<file path="src/scpcr_params.svh">
// Offsets, field positions, reset values and timing counts of the pre-driver control bank
`ifndef SCPCR_PARAMS_SVH
`define SCPCR_PARAMS_SVH

// Clock and time base
`define SCPCR_CLK_PERIOD_NS 4
`define SCPCR_NS_PER_US 1000
`define SCPCR_US_PER_MS 1000
`define SCPCR_TICK_CYCLES (`SCPCR_NS_PER_US / `SCPCR_CLK_PERIOD_NS)

// Write word decode
`define SCPCR_CFG_FLAG_BIT 15
`define SCPCR_ADDR_HI 14
`define SCPCR_ADDR_LO 12
`define SCPCR_CMD_GATE 4'h1
`define SCPCR_CMD_MASK 4'h5
`define SCPCR_OLM_BIT 6
`define SCPCR_NUM_CH 6

// Channel config fields
`define SCPCR_RT_HI 11
`define SCPCR_RT_LO 10
`define SCPCR_NPD_BIT 8
`define SCPCR_TOF_HI 7
`define SCPCR_TOF_LO 6
`define SCPCR_TON_HI 5
`define SCPCR_TON_LO 4
`define SCPCR_SB_HI 3
`define SCPCR_SB_LO 1
`define SCPCR_SG_BIT 0
`define SCPCR_CFG_WMASK 12'hD_FF

// Reset values
`define SCPCR_CFG_RESET 12'h000
`define SCPCR_SEL_RESET 6'h00
`define SCPCR_MASK_RESET 7'h00

// Blank and retry times, in microseconds or milliseconds as named
`define SCPCR_ON_BLANK0_US 5
`define SCPCR_ON_BLANK1_US 14
`define SCPCR_ON_BLANK2_US 28
`define SCPCR_ON_BLANK3_US 56
`define SCPCR_OFF_BLANK0_US 80
`define SCPCR_OFF_BLANK1_US 140
`define SCPCR_OFF_BLANK2_US 280
`define SCPCR_OFF_BLANK3_MS 4
`define SCPCR_RETRY_SHORT_MS 10
`define SCPCR_RETRY_LONG_MS 55

`endif

</file>
<file path="src/scpcr_pkg.sv">
// Types of the pre-driver control bank
`default_nettype none
package scpcr_pkg;
  typedef enum logic [1:0] {
    SCPCR_RUN,
    SCPCR_RETRY,
    SCPCR_LOCK
  } scpcr_ch_state_t;
endpackage : scpcr_pkg
`default_nettype wire

</file>
<file path="src/scpcr_ctrl_regs.sv">
// Control, mask, channel config and fault status logic of a six-channel pre-driver
// Function
// - Gate high: select bit, reset high, no fault
// - Masked channel ignores and reports no faults
// - Global mask plus pulldown-off disables open-load check
// - Summary flag set while any fault latched
// - Undervoltage latched until next read
// - Logic reset flag held until next read
// - Overtemperature latched until next read
// - Word id bit: 0 first, 1 second
// - Three latched fault bits per channel
// - Config address picks channel 0-5, 6-7 none
// - Retry field: lockout, short or long retry
// - Pulldown-disable bit turns pulldown current off
// - Turn-off blank: 80/140/280 us, 4 ms
// - Turn-on blank: 5/14/28/56 us
// - Battery short threshold code, 6-18%, 31%
// - Ground short threshold bit, 45% or 66%
// - Config bits reset to zero
// - Config write: top bit 1, then address
// - First word after reset/poll first, then alternate
// - First word channels 0-2, second 3-5
`include "scpcr_params.svh"
`default_nettype none
module scpcr_ctrl_regs #(
  parameter int TICK_DIV = `SCPCR_TICK_CYCLES
) (
  // Clock and power-on reset
  input wire logic clk_i,
  input wire logic reset_n_i,
  // Reset input pin
  input wire logic reset_in_low_n_i,
  // Serial word port
  input wire logic wr_valid_i,
  input wire logic [15:0] wr_word_i,
  input wire logic poll_i,
  output logic [15:0] status_word_o,
  output logic status_valid_o,
  // Diagnostic comparators
  input wire logic [5:0] ground_short_det_i,
  input wire logic [5:0] battery_short_det_i,
  input wire logic [5:0] open_load_det_i,
  input wire logic supply_low_det_i,
  input wire logic overheat_det_i,
  // Drive and analog settings
  output logic [5:0] gate_drive_out_o,
  output logic [5:0] pulldown_disable_o,
  output logic [17:0] battery_short_threshold_o,
  output logic [5:0] ground_short_threshold_o
);

  function automatic logic [11:0] blank_ticks(input logic on, input logic [1:0] ton, input logic [1:0] tof);
    logic [11:0] t;
    t = 12'h000;
    if (on) begin
      unique case (ton)
        2'b00: t = 12'(`SCPCR_ON_BLANK0_US);
        2'b01: t = 12'(`SCPCR_ON_BLANK1_US);
        2'b10: t = 12'(`SCPCR_ON_BLANK2_US);
        2'b11: t = 12'(`SCPCR_ON_BLANK3_US);
      endcase
    end else begin
      unique case (tof)
        2'b00: t = 12'(`SCPCR_OFF_BLANK0_US);
        2'b01: t = 12'(`SCPCR_OFF_BLANK1_US);
        2'b10: t = 12'(`SCPCR_OFF_BLANK2_US);
        2'b11: t = 12'(`SCPCR_OFF_BLANK3_MS * `SCPCR_US_PER_MS);
      endcase
    end
    return t;
  endfunction : blank_ticks

  function automatic logic [15:0] retry_ticks(input logic long_sel);
    return long_sel ? 16'(`SCPCR_RETRY_LONG_MS * `SCPCR_US_PER_MS)
                    : 16'(`SCPCR_RETRY_SHORT_MS * `SCPCR_US_PER_MS);
  endfunction : retry_ticks

  // Pin synchronisers
  logic [20:0] sync1_r;
  logic [20:0] sync2_r;
  always_ff @(posedge clk_i or negedge reset_n_i) begin
    if (!reset_n_i) begin
      sync1_r <= 21'h10_0000;
      sync2_r <= 21'h10_0000;
    end else begin
      sync1_r <= {reset_in_low_n_i, overheat_det_i, supply_low_det_i,
                  open_load_det_i, battery_short_det_i, ground_short_det_i};
      sync2_r <= sync1_r;
    end
  end
  wire logic [5:0] sg_s = sync2_r[5:0];
  wire logic [5:0] sb_s = sync2_r[11:6];
  wire logic [5:0] ol_s = sync2_r[17:12];
  wire logic uv_s = sync2_r[18];
  wire logic ot_s = sync2_r[19];
  wire logic pin_low = !sync2_r[20];

  // Microsecond tick
  logic [15:0] div_r;
  wire logic tick = (div_r == 16'(TICK_DIV - 1));
  always_ff @(posedge clk_i or negedge reset_n_i) begin
    if (!reset_n_i) div_r <= 16'h0000;
    else div_r <= tick ? 16'h0000 : div_r + 16'h0001;
  end

  // Write decode
  wire logic is_cfg = wr_valid_i && wr_word_i[`SCPCR_CFG_FLAG_BIT];
  wire logic [2:0] cfg_addr = wr_word_i[`SCPCR_ADDR_HI:`SCPCR_ADDR_LO];
  wire logic wr_gate = wr_valid_i && wr_word_i[15:12] == `SCPCR_CMD_GATE;
  wire logic wr_mask = wr_valid_i && wr_word_i[15:12] == `SCPCR_CMD_MASK;

  // Registers
  logic [5:0] sel_r;
  logic [6:0] mask_r;
  logic [11:0] cfg_r [6];
  logic ptr_r;
  logic lr_r;
  logic uv_r;
  logic ot_r;
  always_ff @(posedge clk_i or negedge reset_n_i) begin
    if (!reset_n_i) begin
      sel_r <= `SCPCR_SEL_RESET;
      mask_r <= `SCPCR_MASK_RESET;
    end else if (pin_low) begin
      sel_r <= `SCPCR_SEL_RESET;
      mask_r <= `SCPCR_MASK_RESET;
    end else begin
      if (wr_gate) sel_r <= wr_word_i[5:0];
      if (wr_mask) mask_r <= wr_word_i[6:0];
    end
  end

  always_ff @(posedge clk_i or negedge reset_n_i) begin
    if (!reset_n_i) begin
      ptr_r <= 1'b0;
      lr_r <= 1'b1;
      uv_r <= 1'b0;
      ot_r <= 1'b0;
    end else if (pin_low) begin
      ptr_r <= 1'b0;
      lr_r <= 1'b1;
      uv_r <= 1'b0;
      ot_r <= 1'b0;
    end else begin
      if (poll_i) ptr_r <= 1'b0;
      else if (wr_valid_i) ptr_r <= !ptr_r;
      if (wr_valid_i) lr_r <= 1'b0;
      uv_r <= uv_s || (uv_r && !wr_valid_i);
      ot_r <= ot_s || (ot_r && !wr_valid_i);
    end
  end

  // Per-channel fault handling
  logic [17:0] flags;
  logic [5:0] gate_r;
  for (genvar ch = 0; ch < `SCPCR_NUM_CH; ch++) begin : g_ch
    wire logic [11:0] cfg = cfg_r[ch];
    wire logic masked = mask_r[ch];
    wire logic ol_en = !(mask_r[`SCPCR_OLM_BIT] && cfg[`SCPCR_NPD_BIT]);
    logic [11:0] blank_r;
    logic [15:0] retry_r;
    scpcr_pkg::scpcr_ch_state_t st_r;
    logic [2:0] flag_r;
    logic [2:0] gone_r;
    wire logic check = (blank_r == 12'h000);
    wire logic on_chk = check && gate_r[ch];
    wire logic off_chk = check && !gate_r[ch];
    wire logic sg_hit = off_chk && sg_s[ch] && !masked;
    wire logic sb_hit = on_chk && sb_s[ch] && !masked;
    wire logic ol_hit = off_chk && ol_s[ch] && ol_en && !masked;
    wire logic [2:0] hit = {sg_hit, sb_hit, ol_hit};
    wire logic hit_any = |hit;
    wire logic gate_nxt = sel_r[ch] && !pin_low && st_r == scpcr_pkg::SCPCR_RUN && !hit_any;
    wire logic clr_read = wr_valid_i && (ptr_r == (ch >= 3));
    wire logic [2:0] gone_nxt = {off_chk ? !sg_hit : gone_r[2] && !sg_hit,
                                 on_chk ? !sb_hit : gone_r[1] && !sb_hit,
                                 off_chk ? !ol_hit : gone_r[0] && !ol_hit};
    wire logic is_me = is_cfg && cfg_addr == 3'(ch);

    always_ff @(posedge clk_i or negedge reset_n_i) begin
      if (!reset_n_i) cfg_r[ch] <= `SCPCR_CFG_RESET;
      else if (pin_low) cfg_r[ch] <= `SCPCR_CFG_RESET;
      else if (is_me) cfg_r[ch] <= wr_word_i[11:0] & `SCPCR_CFG_WMASK;
    end

    always_ff @(posedge clk_i or negedge reset_n_i) begin
      if (!reset_n_i) begin
        gate_r[ch] <= 1'b0;
        blank_r <= 12'h000;
      end else begin
        gate_r[ch] <= gate_nxt;
        if (gate_nxt != gate_r[ch])
          blank_r <= blank_ticks(gate_nxt, cfg[`SCPCR_TON_HI:`SCPCR_TON_LO],
                                 cfg[`SCPCR_TOF_HI:`SCPCR_TOF_LO]);
        else if (tick && !check) blank_r <= blank_r - 12'h001;
      end
    end

    always_ff @(posedge clk_i or negedge reset_n_i) begin
      if (!reset_n_i) begin
        flag_r <= 3'b000;
        gone_r <= 3'b000;
      end else if (pin_low) begin
        flag_r <= 3'b000;
        gone_r <= 3'b000;
      end else begin
        flag_r <= (flag_r & ~({3{clr_read}} & gone_r)) | hit;
        gone_r <= gone_nxt;
      end
    end

    always_ff @(posedge clk_i or negedge reset_n_i) begin
      if (!reset_n_i) begin
        st_r <= scpcr_pkg::SCPCR_RUN;
        retry_r <= 16'h0000;
      end else if (pin_low) begin
        st_r <= scpcr_pkg::SCPCR_RUN;
        retry_r <= 16'h0000;
      end else begin
        unique case (st_r)
          scpcr_pkg::SCPCR_RUN: begin
            if (hit_any && cfg[`SCPCR_RT_HI]) begin
              st_r <= scpcr_pkg::SCPCR_RETRY;
              retry_r <= retry_ticks(cfg[`SCPCR_RT_LO]);
            end else if (hit_any) begin
              st_r <= scpcr_pkg::SCPCR_LOCK;
            end
          end
          scpcr_pkg::SCPCR_RETRY: begin
            if (retry_r == 16'h0000) st_r <= scpcr_pkg::SCPCR_RUN;
            else if (tick) retry_r <= retry_r - 16'h0001;
          end
          scpcr_pkg::SCPCR_LOCK: st_r <= scpcr_pkg::SCPCR_LOCK;
          default: st_r <= scpcr_pkg::SCPCR_RUN;
        endcase
      end
    end

    assign flags[ch*3 +: 3] = masked ? 3'b000 : flag_r;
  end

  // Status word
  wire logic any_fault_flag = uv_r || lr_r || ot_r || (|flags);
  wire logic [8:0] chan_bits = ptr_r ? flags[17:9] : flags[8:0];
  wire logic [15:0] word_nxt = {any_fault_flag, uv_r, lr_r, ot_r, ptr_r, 2'b00, chan_bits};

  logic [15:0] status_word_r;
  logic status_valid_r;
  logic [17:0] thr_sb_r;
  logic [5:0] thr_sg_r;
  logic [5:0] npd_r;
  always_ff @(posedge clk_i or negedge reset_n_i) begin
    if (!reset_n_i) begin
      status_word_r <= 16'h0000;
      status_valid_r <= 1'b0;
    end else begin
      status_valid_r <= wr_valid_i;
      if (wr_valid_i) status_word_r <= word_nxt;
    end
  end

  always_comb begin
    for (int i = 0; i < `SCPCR_NUM_CH; i++) begin
      thr_sb_r[i*3 +: 3] = cfg_r[i][`SCPCR_SB_HI:`SCPCR_SB_LO];
      thr_sg_r[i] = cfg_r[i][`SCPCR_SG_BIT];
      npd_r[i] = cfg_r[i][`SCPCR_NPD_BIT];
    end
  end

  assign status_word_o = status_word_r;
  assign status_valid_o = status_valid_r;
  assign gate_drive_out_o = gate_r;
  assign pulldown_disable_o = npd_r;
  assign battery_short_threshold_o = thr_sb_r;
  assign ground_short_threshold_o = thr_sg_r;

endmodule : scpcr_ctrl_regs
`default_nettype wire

</file>
<file path="config.mk">
export PLATFORM = sky130hd
export DESIGN_NAME = scpcr_ctrl_regs
export DESIGN_NICKNAME = d
export VERILOG_FILES = /design/src/scpcr_pkg.sv /design/src/scpcr_ctrl_regs.sv
export VERILOG_INCLUDE_DIRS = /design/src
export SDC_FILE = /design/constraint.sdc
export NUM_CORES = 1
export LEC_CHECK = 0
export BUFFER_PORTS_ARGS = -buffer_cell sky130_fd_sc_hd__buf_4
export CAP_MARGIN = 15
export CORE_AREA = 2 2 181 183
export CTS_BUF_LIST = sky130_fd_sc_hd__clkbuf_8
export DETAILED_ROUTE_END_ITERATION = 10
export DIE_AREA = 0 0 183 185
export PLACE_DENSITY = 0.82
export SLEW_MARGIN = 30
export SYNTH_ARGS = -nofsm -noshare
export SYNTH_HDL_FRONTEND = slang
export SYNTH_SLANG_ARGS = --single-unit
</file>
<file path="constraint.sdc">
create_clock -name clk_i -period 3.2 [get_ports clk_i]
set_clock_uncertainty 0.15 [all_clocks]
set_input_delay 0.32 -clock clk_i [delete_from_list [all_inputs] [get_ports clk_i]]
set_output_delay 0.32 -clock clk_i [all_outputs]
set_load 0.02 [all_outputs]
</file>
==> metrics.txt <==
status completed; core area 32000 um^2; PwrDens 554 nW/um^2; ratio of cells with drive above 1 in the final layout 12.8%; WL/cell 19.7 um; total power 12.9 mW; via-per-instance ratio 6.42; CTS Buffer Depth 3; most common cell in the synthesized netlist dfrtp_1; largest net degree at the start of global routing 122; minimum hold slack 0.112 ns; Synth top area share 46.3%; Synth top cells by count dfrtp_1 (375), nor2_1 (257), nand2_1 (186); antenna violations before repair 0; synthesized area 20300 um^2; EDFF count, synth 0; ranking of synthesized cells by area dfrtp_1 (46%), nor2_1 (4.8%), mux2i_1 (4.2%), o21ai_0 (3.8%), nand2_1 (3.4%); final core occ 72.8%; Max Slew Vio Count 0; Avg Cell Area, Syn 9.18 um^2; leakage 10.7 nW; worst skew pair latency 0.67 ns; worst-path maximum fanout 16; Req. time, crit path 3.58 ns; total grt overflow 0; DRT iter0 DRCs 1664; Seq/Total Area, Yosys 46.7%; clock root buffer clkbuf_8; input/output buffers 90; dpl cells 2669; Routed WL 55.7 mm; Worst-Margin Slew 0.731 ns; Die H 185 um; Async SR Flop Fraction 100%; Max Cap Viol 0; Final Non-Filler Cells 2823; Initial Util 63.3%; pre-CTS setup slack 0.171 ns; Syn. warnings 0; Setup crit end kind flip-flop; post-route ant nets 0; detailed-route via count 18100; total negative setup slack 0 ns; NumNets Final 2459; gpl congestion 0.964; Final Cycle Share 93.7%; Fmax 0.333 GHz; fin crit period 3.00 ns; post-synth top area cell dfrtp_1; CTS Sinks 378; Slew Limit Headroom 51.3%; unrepaired setup endpoints after global routing no; I/O pin count 94; hold crit path type in -> async; Worst Slack Setup Final 0.200 ns; peak supply drop 0.532 mV; predominant post-synthesis flop cell dfrtp_1; clock-pin slew on the worst setup and hold paths 0.07 ns; Residual DRC 0; placed cell area 21600 um^2; vias in the first global route 17800; first-pass GRT wire length 90.2 mm; n_diodes 0; # H-tree levels 2; Final Setup Violations 0; critical path arrival 3.38 ns; 1st-pass router iterations 8; Mapped Cells 2208; WS Path Type reg -> reg; Filler Cells Inserted 2295; CTS tree built; die extent in x 183 um; Synth-to-Final Area Change 15.0%; count of state elements after synthesis 378; final hold violations 0; row cnt 66; gr usage total 33.4%; DIE AREA 33900 um^2; Post-DP HPWL 37.2 mm; Startpoint Class flip-flop; Distinct cells, synth 85; Finished Cell Area 23300 um^2; Num CTS Buffers 60
## registers in the layout, summed over array words and instances, names as in the netlist
name	flops
sync1_r	21
div_r	16
ptr_r	1
g_ch.retry_r	96
mask_r	7
status_word_o	14
sel_r	6
gate_drive_out_o	6
sync2_r	21
lr_r	1
g_ch.gone_r	18
uv_r	1
g_ch.flag_r	18
ot_r	1
status_valid_o	1
g_ch.cfg	66
g_ch.st_r	12
g_ch.blank_r	72
## worst max-delay path, stage by stage, from the launching register on
cell     delay [ns]
dfrtp_1        0.42
inv_1          0.08
ha_1           0.22
or3b_2         0.52
or2_2          0.37
o21ai_0        0.29
o21a_1         0.52
or3_1          0.21
a21oi_1        0.08
## routing by layer
layer	share of wire (%)	global-route usage, %
met5	0	0
met4	5.6	18.7
met3	8.0	6.21
met2	47	54.2
met1	39	42.6
## cell usage in the layout (no fill, tap or decap), types with 15 or more instances in the layout
cell type | Yosys | final
a21oi_1 | 131 | 131
a22oi_1 | 19 | 19
a31oi_1 | 32 | 32
buf_4 | 32 | 167
clkbuf_8 | 0 | 77
dfrtp_1 | 375 | 375
dlygate4sd3_1 | 0 | 44
ha_1 | 50 | 50
inv_1 | 87 | 102
mux2i_1 | 85 | 85
nand2_1 | 186 | 186
nand2b_1 | 27 | 27
nand3_1 | 83 | 83
nand4_1 | 26 | 26
nor2_1 | 257 | 257
nor2b_1 | 28 | 27
nor3_1 | 83 | 83
nor4_1 | 37 | 37
o211ai_1 | 28 | 28
o21a_1 | 23 | 23
o21ai_0 | 154 | 154
o22a_1 | 18 | 18
o22ai_1 | 15 | 15
o31ai_1 | 17 | 17
or3_1 | 34 | 34
xnor2_1 | 28 | 28
xor2_1 | 24 | 24
## repair_timing
action | 4_1_cts | 5_1_grt
setup endpoints to repair | 0 | 1
hold buffers | 44 | 0
hold endpoints to repair | 199 | 0
resized for setup | 0 | 1
setup buffers | 0 | 1
## power breakdown
part           switching [mW]  total, mW  internal, mW
Clock                    2.02       4.35          2.32
Combinational            1.74       2.88          1.14
Sequential              0.482       5.70          5.22
## final timing paths
check	start	to	slack (ns)	cells past startpoint
min in group clk_i	wr_word_i[13]	g_ch[5].cfg[0]	0.12	5
max reg2reg	g_ch[1].retry_r[0]	g_ch[1].retry_r[1]	0.20	8
min reg2reg	sync1_r[14]	sync2_r[14]	0.20	0
max in group asynchronous	reset_n_i	g_ch[0].blank_r[10]	1.90	3
min	reset_n_i	g_ch[5].retry_r[15]	0.11	2
max	g_ch[1].retry_r[0]	g_ch[1].retry_r[1]	0.20	8
## logic make-up after synthesis
kind of cell / synth area share, %
DFF: 46.7
buffers and inverters: 4.54
muxes: 4.42
other: 0.0185
xor gates and xnor gates: 2.25
AOI/OAI and AO/OA: 17.9
and+or+nand+nor: 21.1
adders and majority gates: 3.09
## cell type report
type	count	area [um^2]	area share [%]
clock buffer	77	1060	4.54
clock inverter	32	203	0.869
inverter	90	340	1.46
multi-input combinational	1620	9910	42.5
sequential	378	9460	40.6
tap	408	510	2.19
timing repair buffer	218	1830	7.84
(Power assumes the default switching activity.)
